<file path="config.mk">
export PLATFORM = sky130hd
export DESIGN_NAME = esom_top
export DESIGN_NICKNAME = d
export VERILOG_FILES = /design/src/esom_pkg.sv /design/src/esom_top.sv /design/src/esom_tick_div.sv /design/src/esom_flash.sv
export SDC_FILE = /design/constraint.sdc
export NUM_CORES = 1
export LEC_CHECK = 0
export ABC_AREA = 1
export BUFFER_PORTS_ARGS = -buffer_cell sky130_fd_sc_hd__buf_2
export CORE_UTILIZATION = 38
export CTS_CLUSTER_SIZE = 8
export DETAILED_ROUTE_END_ITERATION = 6
export MAX_ROUTING_LAYER = met4
export SLEW_MARGIN = 5
export SYNTH_ARGS = -nofsm -noshare
export SYNTH_HDL_FRONTEND = slang
export SYNTH_SLANG_ARGS = --single-unit
</file>
<file path="constraint.sdc">
create_clock -name clk -period 1.7 [get_ports clk]
set_clock_uncertainty 0.05 [all_clocks]
set_input_delay 0.085 -clock clk [delete_from_list [all_inputs] [get_ports clk]]
set_output_delay 0.085 -clock clk [all_outputs]
set_load 0.01 [all_outputs]
</file>
<file path="src/esom_pkg.sv">
// constants and types shared by the encoder status and output-mode logic
// assumes a single 40 MHz system clock and a synchronous power-up reset
package esom_pkg;

   // clock and timing
   localparam int CLK_HZ        = 40_000_000;
   localparam int INIT_TIME_MS  = 500;
   localparam int FLASH_HALF_MS = 250;
   localparam int INIT_CYCLES   = ((CLK_HZ / 1000) * INIT_TIME_MS);
   localparam int FLASH_CYCLES  = ((CLK_HZ / 1000) * FLASH_HALF_MS);

   // register map, byte addresses on the apb bus
   localparam int             ADDR_W     = 8;
   localparam logic [ADDR_W-1:0] REG_CTRL   = 8'h00;
   localparam logic [ADDR_W-1:0] REG_STATUS = 8'h04;

   // control register fields and reset value
   localparam int         CTRL_AUTO_BIT   = 0;
   localparam int         CTRL_625_BIT    = 1;
   localparam int         CTRL_FREEZE_BIT = 2;
   localparam int         CTRL_W          = 3;
   localparam logic [2:0] CTRL_RESET      = 3'h1;

   // status register fields
   localparam int STAT_INIT_BIT   = 0;
   localparam int STAT_FAULT_BIT  = 1;
   localparam int STAT_525_BIT    = 2;
   localparam int STAT_625_BIT    = 3;
   localparam int STAT_AUTO_BIT   = 4;
   localparam int STAT_MODE_LSB   = 5;
   localparam int STAT_DET625_BIT = 8;
   localparam int STAT_REF625_BIT = 9;

   // module life cycle
   typedef enum logic [0:0] {
      ST_INIT = 1'b0,
      ST_RUN  = 1'b1
   } esom_state_t;

   // what the composite output carries
   typedef enum logic [2:0] {
      OM_NONE    = 3'h0,
      OM_LOCKED  = 3'h1,
      OM_FREE    = 3'h3,
      OM_CORRUPT = 3'h2,
      OM_FREEZE  = 3'h6
   } esom_omode_t;

endpackage

</file>
<file path="src/esom_top.sv">
// front-panel indicators and output-condition selection of the encoder
// assumes status inputs are synchronous to clk, apb master on the same clock
`timescale 1ns/1ps
`default_nettype none
// Summary of operation
// - init indicator lit throughout initialisation, released when it ends
// - auto indicator follows automatic standard detection enable
// - with valid video, exactly one standard indicator matches detected standard
// - no input: fault flashes, both standard indicators off, no output without synchroniser
// - check or format error: fault flashes, detected standard steady
// - normal: fault off, standard steady, locked output with synchroniser, free-running without
// - selected reference missing: standard flashes, fault off, free-running
// - synchroniser, valid video and reference: locked output in any mode
// - synchroniser, video but no reference: correct free-running output
// - synchroniser, reference, no video: freeze repeats field, else corrupt
// - separate 525 and 625 references, active standard picks one
module esom_top
   import esom_pkg::*;
#(
   parameter int INIT_CNT  = INIT_CYCLES,
   parameter int FLASH_CNT = FLASH_CYCLES
) (
   // clock and reset
   input  wire logic              clk,
   input  wire logic              rst,
   // apb slave
   input  wire logic              psel,
   input  wire logic              penable,
   input  wire logic              pwrite,
   input  wire logic [ADDR_W-1:0] paddr,
   input  wire logic [31:0]       pwdata,
   output logic      [31:0]       prdata,
   output logic                   pready,
   output logic                   pslverr,
   // serial input status
   input  wire logic              video_present,
   input  wire logic              video_valid,
   input  wire logic              video_is_625,
   // references and synchroniser
   input  wire logic              fss_fitted,
   input  wire logic              ref525_present,
   input  wire logic              ref525_valid,
   input  wire logic              ref625_present,
   input  wire logic              ref625_valid,
   // front-panel indicators
   output logic                   power_indicator,
   output logic                   init_indicator,
   output logic                   auto_indicator,
   output logic                   fault_indicator,
   output logic                   std525_indicator,
   output logic                   std625_indicator,
   // output path control
   output logic      [2:0]        out_mode,
   output logic                   ref_select_625
);
   localparam int CNT_W = $clog2(INIT_CNT + 1);

   // pick the reference signal of the active standard
   function automatic logic ref_pick(input logic sel625, input logic r525,
                                     input logic r625);
      ref_pick = sel625 ? r625 : r525;
   endfunction

   esom_state_t      st_q;
   esom_state_t      st_d;
   logic [CNT_W-1:0] cnt_q;
   logic [CNT_W-1:0] cnt_d;
   logic [CTRL_W-1:0] ctrl_q;
   logic [CTRL_W-1:0] ctrl_d;
   logic [31:0]      rdata_d;
   logic             tick;
   logic             flash;
   logic             run;
   logic             auto_en;
   logic             man625;
   logic             freeze_en;
   logic             act625;
   logic             vid_bad;
   logic             ref_here;
   logic             ref_good;
   logic             fault_d;
   logic             s525_d;
   logic             s625_d;
   esom_omode_t      mode_d;
   logic             acc;
   logic             hit_ctrl;
   logic             hit_stat;

   // flash timing shared by every blinking indicator
   esom_tick_div #(
      .DIV (FLASH_CNT)
   ) u_div (
      .clk  (clk),
      .rst  (rst),
      .tick (tick)
   );

   esom_flash u_flash (
      .clk   (clk),
      .rst   (rst),
      .tick  (tick),
      .flash (flash)
   );

   // initialisation timer after power-up reset
   always_comb begin
      st_d  = st_q;
      cnt_d = cnt_q;
      unique case (st_q)
         ST_INIT: begin
            if (cnt_q == CNT_W'(INIT_CNT - 1)) begin
               st_d = ST_RUN;
            end else begin
               cnt_d = cnt_q + 1'b1;
            end
         end
         ST_RUN: begin
            cnt_d = cnt_q;
         end
      endcase
   end

   always_ff @(posedge clk) begin
      if (rst) begin
         st_q  <= ST_INIT;
         cnt_q <= '0;
      end else begin
         st_q  <= st_d;
         cnt_q <= cnt_d;
      end
   end

   assign run       = (st_q == ST_RUN);
   assign auto_en   = ctrl_q[CTRL_AUTO_BIT];
   assign man625    = ctrl_q[CTRL_625_BIT];
   assign freeze_en = ctrl_q[CTRL_FREEZE_BIT];

   // active standard and input / reference qualification
   always_comb begin
      act625   = auto_en ? video_is_625 : man625;
      // manual standard that disagrees with the input is a format error
      vid_bad  = !video_valid || (!auto_en && (video_is_625 != man625));
      ref_here = ref_pick(act625, ref525_present, ref625_present);
      ref_good = ref_here &&
                 ref_pick(act625, ref525_valid, ref625_valid);
   end

   // indicator and output decision, in priority order
   always_comb begin
      fault_d = 1'b0;
      s525_d  = 1'b0;
      s625_d  = 1'b0;
      mode_d  = OM_NONE;
      if (run) begin
         if (!video_present) begin
            fault_d = flash;
            if (!fss_fitted) begin
               mode_d = OM_NONE;
            end else if (freeze_en && ref_good) begin
               mode_d = OM_FREEZE;
            end else begin
               mode_d = OM_CORRUPT;
            end
         end else if (vid_bad) begin
            fault_d = flash;
            s525_d  = !video_is_625;
            s625_d  = video_is_625;
            mode_d  = OM_CORRUPT;
         end else if (!ref_here) begin
            s525_d = !act625 & flash;
            s625_d = act625 & flash;
            mode_d = OM_FREE;
         end else begin
            s525_d = !act625;
            s625_d = act625;
            if (!fss_fitted) begin
               // without the synchroniser references are not used
               mode_d = OM_FREE;
            end else if (!ref_good) begin
               fault_d = flash;
               mode_d  = OM_CORRUPT;
            end else begin
               mode_d = OM_LOCKED;
            end
         end
      end
   end

   // indicators and output mode come straight from flip-flops
   always_ff @(posedge clk) begin
      if (rst) begin
         power_indicator  <= 1'b0;
         init_indicator   <= 1'b1;
         auto_indicator   <= 1'b0;
         fault_indicator  <= 1'b0;
         std525_indicator <= 1'b0;
         std625_indicator <= 1'b0;
         out_mode         <= OM_NONE;
         ref_select_625   <= 1'b0;
      end else begin
         power_indicator  <= 1'b1;
         init_indicator   <= (st_d == ST_INIT);
         auto_indicator   <= auto_en;
         fault_indicator  <= fault_d;
         std525_indicator <= s525_d;
         std625_indicator <= s625_d;
         out_mode         <= mode_d;
         ref_select_625   <= act625;
      end
   end

   // apb decode; zero wait states, unmapped addresses answer with error
   always_comb begin
      acc      = psel && penable;
      hit_ctrl = (paddr == REG_CTRL);
      hit_stat = (paddr == REG_STATUS);
      pready   = 1'b1;
      pslverr  = acc && !hit_ctrl && !hit_stat;
   end

   // control register written in the access cycle, read data captured in the setup cycle
   always_comb begin
      ctrl_d  = ctrl_q;
      rdata_d = prdata;
      if (acc && pwrite && hit_ctrl) begin
         ctrl_d = pwdata[CTRL_W-1:0];
      end
      if (psel && !penable && !pwrite) begin
         rdata_d = '0;
         if (hit_ctrl) begin
            rdata_d[CTRL_W-1:0] = ctrl_q;
         end else if (hit_stat) begin
            rdata_d[STAT_INIT_BIT]   = init_indicator;
            rdata_d[STAT_FAULT_BIT]  = fault_indicator;
            rdata_d[STAT_525_BIT]    = std525_indicator;
            rdata_d[STAT_625_BIT]    = std625_indicator;
            rdata_d[STAT_AUTO_BIT]   = auto_indicator;
            rdata_d[STAT_MODE_LSB +: 3] = out_mode;
            rdata_d[STAT_DET625_BIT] = video_is_625;
            rdata_d[STAT_REF625_BIT] = ref_select_625;
         end
      end
   end

   always_ff @(posedge clk) begin
      if (rst) begin
         ctrl_q <= CTRL_RESET;
         prdata <= '0;
      end else begin
         ctrl_q <= ctrl_d;
         prdata <= rdata_d;
      end
   end
endmodule
`default_nettype wire

</file>
<file path="src/esom_tick_div.sv">
// divider giving a one-cycle enable pulse every DIV clocks
// assumes one clock domain and a synchronous active-high reset
`timescale 1ns/1ps
`default_nettype none
module esom_tick_div #(
   parameter int DIV = 4
) (
   // clock and reset
   input  wire logic clk,
   input  wire logic rst,
   // slow enable
   output logic      tick
);
   localparam int CW = (DIV > 1) ? $clog2(DIV) : 1;

   logic [CW-1:0] cnt_q;
   logic [CW-1:0] cnt_d;
   logic          tick_d;

   // wrap at DIV-1 and pulse on the wrap
   always_comb begin
      tick_d = (cnt_q == CW'(DIV - 1));
      cnt_d  = tick_d ? '0 : cnt_q + 1'b1;
   end

   always_ff @(posedge clk) begin
      if (rst) begin
         cnt_q <= '0;
         tick  <= 1'b0;
      end else begin
         cnt_q <= cnt_d;
         tick  <= tick_d;
      end
   end
endmodule
`default_nettype wire

</file>
<file path="src/esom_flash.sv">
// square wave for flashing indicators, toggled by a slow enable
// assumes the enable comes from a divider on the same clock
`timescale 1ns/1ps
`default_nettype none
module esom_flash (
   // clock and reset
   input  wire logic clk,
   input  wire logic rst,
   // half-period enable
   input  wire logic tick,
   // flash level, starts lit
   output logic      flash
);
   logic flash_d;

   // all flashing indicators share this phase so they blink together
   always_comb begin
      flash_d = tick ? ~flash : flash;
   end

   always_ff @(posedge clk) begin
      if (rst) begin
         flash <= 1'b1;
      end else begin
         flash <= flash_d;
      end
   end
endmodule
`default_nettype wire

</file>
# [Word level (Yosys, flattened, before mapping)]
# Index checks and enable logic that the tools add are counted.
# Widths: inputs -> output; s select.
[op_classes] mux=27 magnitude_cmp=0 n_div=0 mul=0 n_reduce_logical=24 bitwise=6 eq_ne=5 shifts=0 addsub=2
[op_table] operator="$mux 25" count=2
[op_table] operator="$add 25x1->25 const B" count=1
[op_table] operator="$eq 25x25->1 const B" count=1
[op_table] operator="$add 24x1->24 const B" count=1
[op_table] operator="$eq 24x24->1 const B" count=1
[op_table] operator="$mux 1" count=15
[op_table] operator="$mux 3" count=4
[op_table] operator="$logic_and 1x1->1" count=10
[op_table] operator="$mux 10" count=1
[op_table] operator="$eq 8x3->1 const B" count=1
[op_table] operator="$logic_not 1->1" count=8
[op_table] operator="$logic_not 8->1" count=1
[op_table] operator="$mux 2" count=4
[op_table] operator="$mux 7" count=1
[op_table] operator="$not 1->1" count=4
[op_table] operator="$reduce_or 2->1" count=2
[op_table] operator="$reduce_or 3->1" count=1
[op_table] operator="$and 1x1->1" count=2
[op_table] operator="$ne 2x2->1 const B" count=1
[op_table] operator="$reduce_and 2->1" count=1
[op_table] operator="$logic_or 1x1->1" count=1
[op_table] operator="$ne 1x1->1" count=1
[totals] regBits=75 output_inout_bits=44 latchBits=0 mem_bits_rw=0 wordCells=79 romBits=0 mem_count=0 in_bits=53

# [Longest topological paths before layout]
[depth] word_depth=8 ltp_mapped=11 depth_no_buf=10

# [Cells and area by module]
# Synthesis repeated with hierarchy kept, for this count alone.
[hier_totals] hier_cells=627 hier_area_um2=4216.5
[by_module_without_submodules] module="esom_top" area_each_um2=2766.4 cells_per_inst=411 seq_area_each_um2=980.9 n_inst=1
[by_module_without_submodules] module="esom_tick_div" area_each_um2=1406.3 cells_per_inst=209 seq_area_each_um2=500.5 n_inst=1
[by_module_without_submodules] module="esom_flash" area_each_um2=43.8 cells_per_inst=7 seq_area_each_um2=20.0 n_inst=1

# [Worst setup path after synthesis]
# OpenSTA, ideal clock, no wires.
[synth_path] path_kind="register to register" from="register cnt_q[0]" to="register cnt_q[16]" path_stages_with_launch=12 arrival_ns=1.395 setup_ns=0.130 synth_period_minus_slack_ns=1.575 path_slack_ns=0.125 path_buffers=1 cell_sequence="dfxtp_1 > ha_1 > inv_1 > nor2_2 > nand2_2 > nor2_4 > nand2_2 > buf_4 > nand3_1 > nand2_1 > nand2_1 > nor2_1"
[synth_via] elab_chain_len=3
[synth_rtl] element="from (decl)" line="esom_top.sv:66" text="logic [CNT_W-1:0] cnt_q;"
[synth_rtl] element="from (signal assigned)" line="esom_top.sv:129" text="cnt_q <= cnt_d;"
[synth_rtl] element="$add 25x1->25 / $eq 25x25->1 (equally long branches)" line="esom_top.sv:114, esom_top.sv:111"
[synth_rtl] element="$mux 25 / $ne 2x2->1 (equally long branches)"
[synth_rtl] element="$mux 25 / $reduce_and 2->1 (equally long branches)"
# Parallel ways exist; a longest one is shown, timed or not. The select of a mux whose other input is x is not followed.
# A chain may end at the register's enable or synchronous reset.

# [Worst setup path after layout]
[layout_path] from="register u_div.cnt_q[0]" to="register u_div.cnt_q[16]"
[layout_via] elab_chain_len=2
[layout_rtl] element="from (decl)" line="esom_tick_div.sv:16" text="logic [CW-1:0] cnt_q;"
[layout_rtl] element="from (signal assigned)" line="esom_tick_div.sv:31" text="cnt_q <= cnt_d;"
[layout_rtl] element="parallel branches: the longest is 2 deep, another holds $add 24x1->24"
# Several ways; the timed one is not identified.

==> out/results.ini <==
[status]
outcome = complete, no violations

[run]
max-cap-violations = 0

[synthesis]
yosys.area.top_type_share = 0.379
yosys_warnings = 0
syn_area_sq_um = 3960
ys_seq_area_frac = 0.379
synth.distinct_cells = 32
synth_top_area_cell = dfxtp_1
synthCells = 584
syn_avg_cell_area_sq_um = 6.79
synth.area.top_cells = dfxtp_1 38%, nand2_1 14%, nor2_1 9.5%
ys_ff_latch = 75

[sta]
fin_tns_setup_ns = 0
setup_viol = 0
drv_slew = 0
hold_viol = 0
worst_pin_slew_ns = 0.521
layout_min_cycle_time_ns = 1.58
fmax_mhz = 634
rsz0062_at_grt = true
fin_crit_sh = 0.928
max_slew_margin = 0.652

[cts]
tritoncts = built
numCtsBuffers = 9
h-tree-depth = 3
cts-root-buf = clkbuf_8
clock_latency_ns = 0.35
cts_sinks = 75
clkTransAtPathRegs_ns = 0.09
clock_path_buffers = 2

[worst_hold_path]
worstHoldStart = pwrite
holdPathEnd = ctrl_q[0]
min_path_type = in -> reg
holdPathStages = 3

[critical_path]
r2r_cells = 9
worstReg2RegStart = u_div.cnt_q[0]
path_class = reg -> reg
path_cells = ha_1, nand2_1, inv_1, nand3_1, buf_4, inv_1, nand4_1, xor2_1, nor2_1
worstSetupEndpointType = flop
reg2reg_slack_ns = 0.12
critPathSlowestCell = dfxtp_2
worst-path-buf-inv = 3
r2r_end = u_div.cnt_q[16]
critPathTopFamily = simple AND/OR/NAND/NOR gates
critPathLaunchType = flop
cp.arrival_ns = 1.78
crit_top_cell = inv_1
cp_max_fo = 4
max_stage_delay_ns = 0.36
worstPathRequired_ns = 1.90

[layout]
fillers = 1048
final_common_cell = nand2_1
antenna_cells = 0
layout.area.seq_sq_um = 1510
instances_no_fill = 791
multi_input_area_sq_um = 2160
fin_nets = 708
fin_area_sq_um = 4740
area_growth_pct = 19.5
final_cell_mix = 143 x nand2_1, 88 x nor2_1, 72 x dfxtp_1
drive_above_1_share = 0.172

[die]
fp.dieW_um = 104
core_sq_um = 9950
die-area_sq_um = 10800
ios = 97
die_h_um = 104
num_rows = 36
start_util = 0.398

[power_and_ir_drop]
powerDensity_nw_per_um2 = 738
peakVddDrop_v = 0.000510
p_leak_nw = 1.91

[detailed_routing]
drc = 0
ant_nets = 0
drt_first_pass_iters = 4
post_drt_wl_per_cell_um = 11.7
viasPerCell = 4.70
vias = 3719
drtIter0Drc = 145
totalWireLength_um = 9220

[place]
portBuffers = 44
globalplace.congestion = 0.856
dp_hpwl_um = 6610
dp_cells = 763
dpl_cell_area_sq_um = 4330

[grt]
grt.overflow.total = 0
grt_first_pass_wirelength_um = 15700
grt_max_degree = 23
grt_pass1_vias = 3487
antenna_found_initial = 0
track_usage = 0.181

==> through the flow <==
step	utilization	worst slack [ns]	hold slack, ns	power, W
after global routing	0.476	-0.0221	0.0463	0.00365
after CTS	0.469	0.0121	0.0207	0.00354
after detailed placement	0.435	-0.00575	0.267	0.00204
after floorplan	-	0.125	0.108	0.00199
final	0.476	0.122	0.0461	0.00350
after global placement	0.435	0.0513	0.275	0.00204
==> cell families (layout without fill, tap and decap cells) <==
family,Yosys count,in the layout,share of synthesized area
simple gates,327,327,0.352
buf+inv,92,145,0.115
flops,75,75,0.379
compound gates,55,55,0.0777
xor+xnor,31,31,0.0685
fa+ha+maj,2,2,0.00631
other cells,2,23,0.00189
==> how the worst max path moves through the flow <==
stage | from | to | slack, ns | cells after the start
2_1_floorplan | cnt_q[0] | cnt_q[16] | 0.13 | 11
3_3_place_gp | u_div.cnt_q[0] | u_div.cnt_q[20] | 0.05 | 8
3_5_place_dp | u_div.cnt_q[0] | u_div.cnt_q[20] | -0.006 | 8
4_1_cts | cnt_q[0] | cnt_q[16] | 0.01 | 11
5_1_grt | cnt_q[0] | cnt_q[24] | -0.02 | 10
6_report | u_div.cnt_q[0] | u_div.cnt_q[16] | 0.12 | 9
==> Yosys cell counts <==
cell        n
inv_1      54
nor2_4      1
nor3_2      1
o21ai_0    17
and3_1      1
buf_4      24
nor2_2      5
xnor2_1    10
dfxtp_1    75
conb_1      2
nand2_1   143
or2_0       1
a21oi_2     3
o211ai_1    4
nand4_1    18
buf_2       3
nand3_1    35
nor3_1     13
buf_1       1
nor4_1      1
inv_2       1
nand2_4     1
a21oi_4     1
ha_1        2
nand3b_1    2
nor2_1    100
clkbuf_1    7
a21oi_1    30
nand2_2     3
nor3b_1     2
buf_6       2
xor2_1     21
==> state kept, by name (all words and copies together) (netlist names) <==
register / count
ref_select_625: 1
out_mode: 3
u_flash.flash: 1
cnt_q: 25
prdata: 10
init_indicator: 1
ctrl_q: 3
run: 1
std625_indicator: 1
std525_indicator: 1
u_div.tick: 1
power_indicator: 1
fault_indicator: 1
auto_indicator: 1
u_div.cnt_q: 24
==> tightest hold or removal path: cells and delay by family <==
kind / cells / cell delay (ns)
simple gates: 2 / 0.19
buf+inv: 1 / 0.12
==> repair_timing <==
item                                    4_1_cts  5_1_grt
endpoints found under the setup margin        2       31
resized for setup                             2       22
buffers inserted                              0        1
pin swaps                                     0        0
endpoints found under the hold margin        11        0
gates cloned                                  0        0
hold buffers                                 11        0
==> power breakdown <==
| group | leakage, nW | switching, W | internal, W |
|---|---|---|---|
| combinational | 1.20 | 0.000132 | 0.0000929 |
| sequential | 0.608 | 0.0000186 | 0.00178 |
| clock | 0.0999 | 0.000763 | 0.000706 |
| total | 1.91 | 0.000914 | 0.00258 |
==> cell type report <==
type | count | share of cell area
repair buffers | 74 | 0.103
multi-input cells | 438 | 0.456
well taps | 133 | 0.0351
inverters | 55 | 0.0436
clock inverters | 7 | 0.0180
flip-flops and latches | 75 | 0.318
clock buffers | 9 | 0.0261
==> layer usage <==
layer,track usage,wire length [um],up-vias
li1,-,-,1942
met2,0.291,4260,78
met5,-,0,-
met4,0.0673,159,0
met1,0.223,4480,1683
met3,0.0407,326,16
Power figures use the tool's default switching activity.
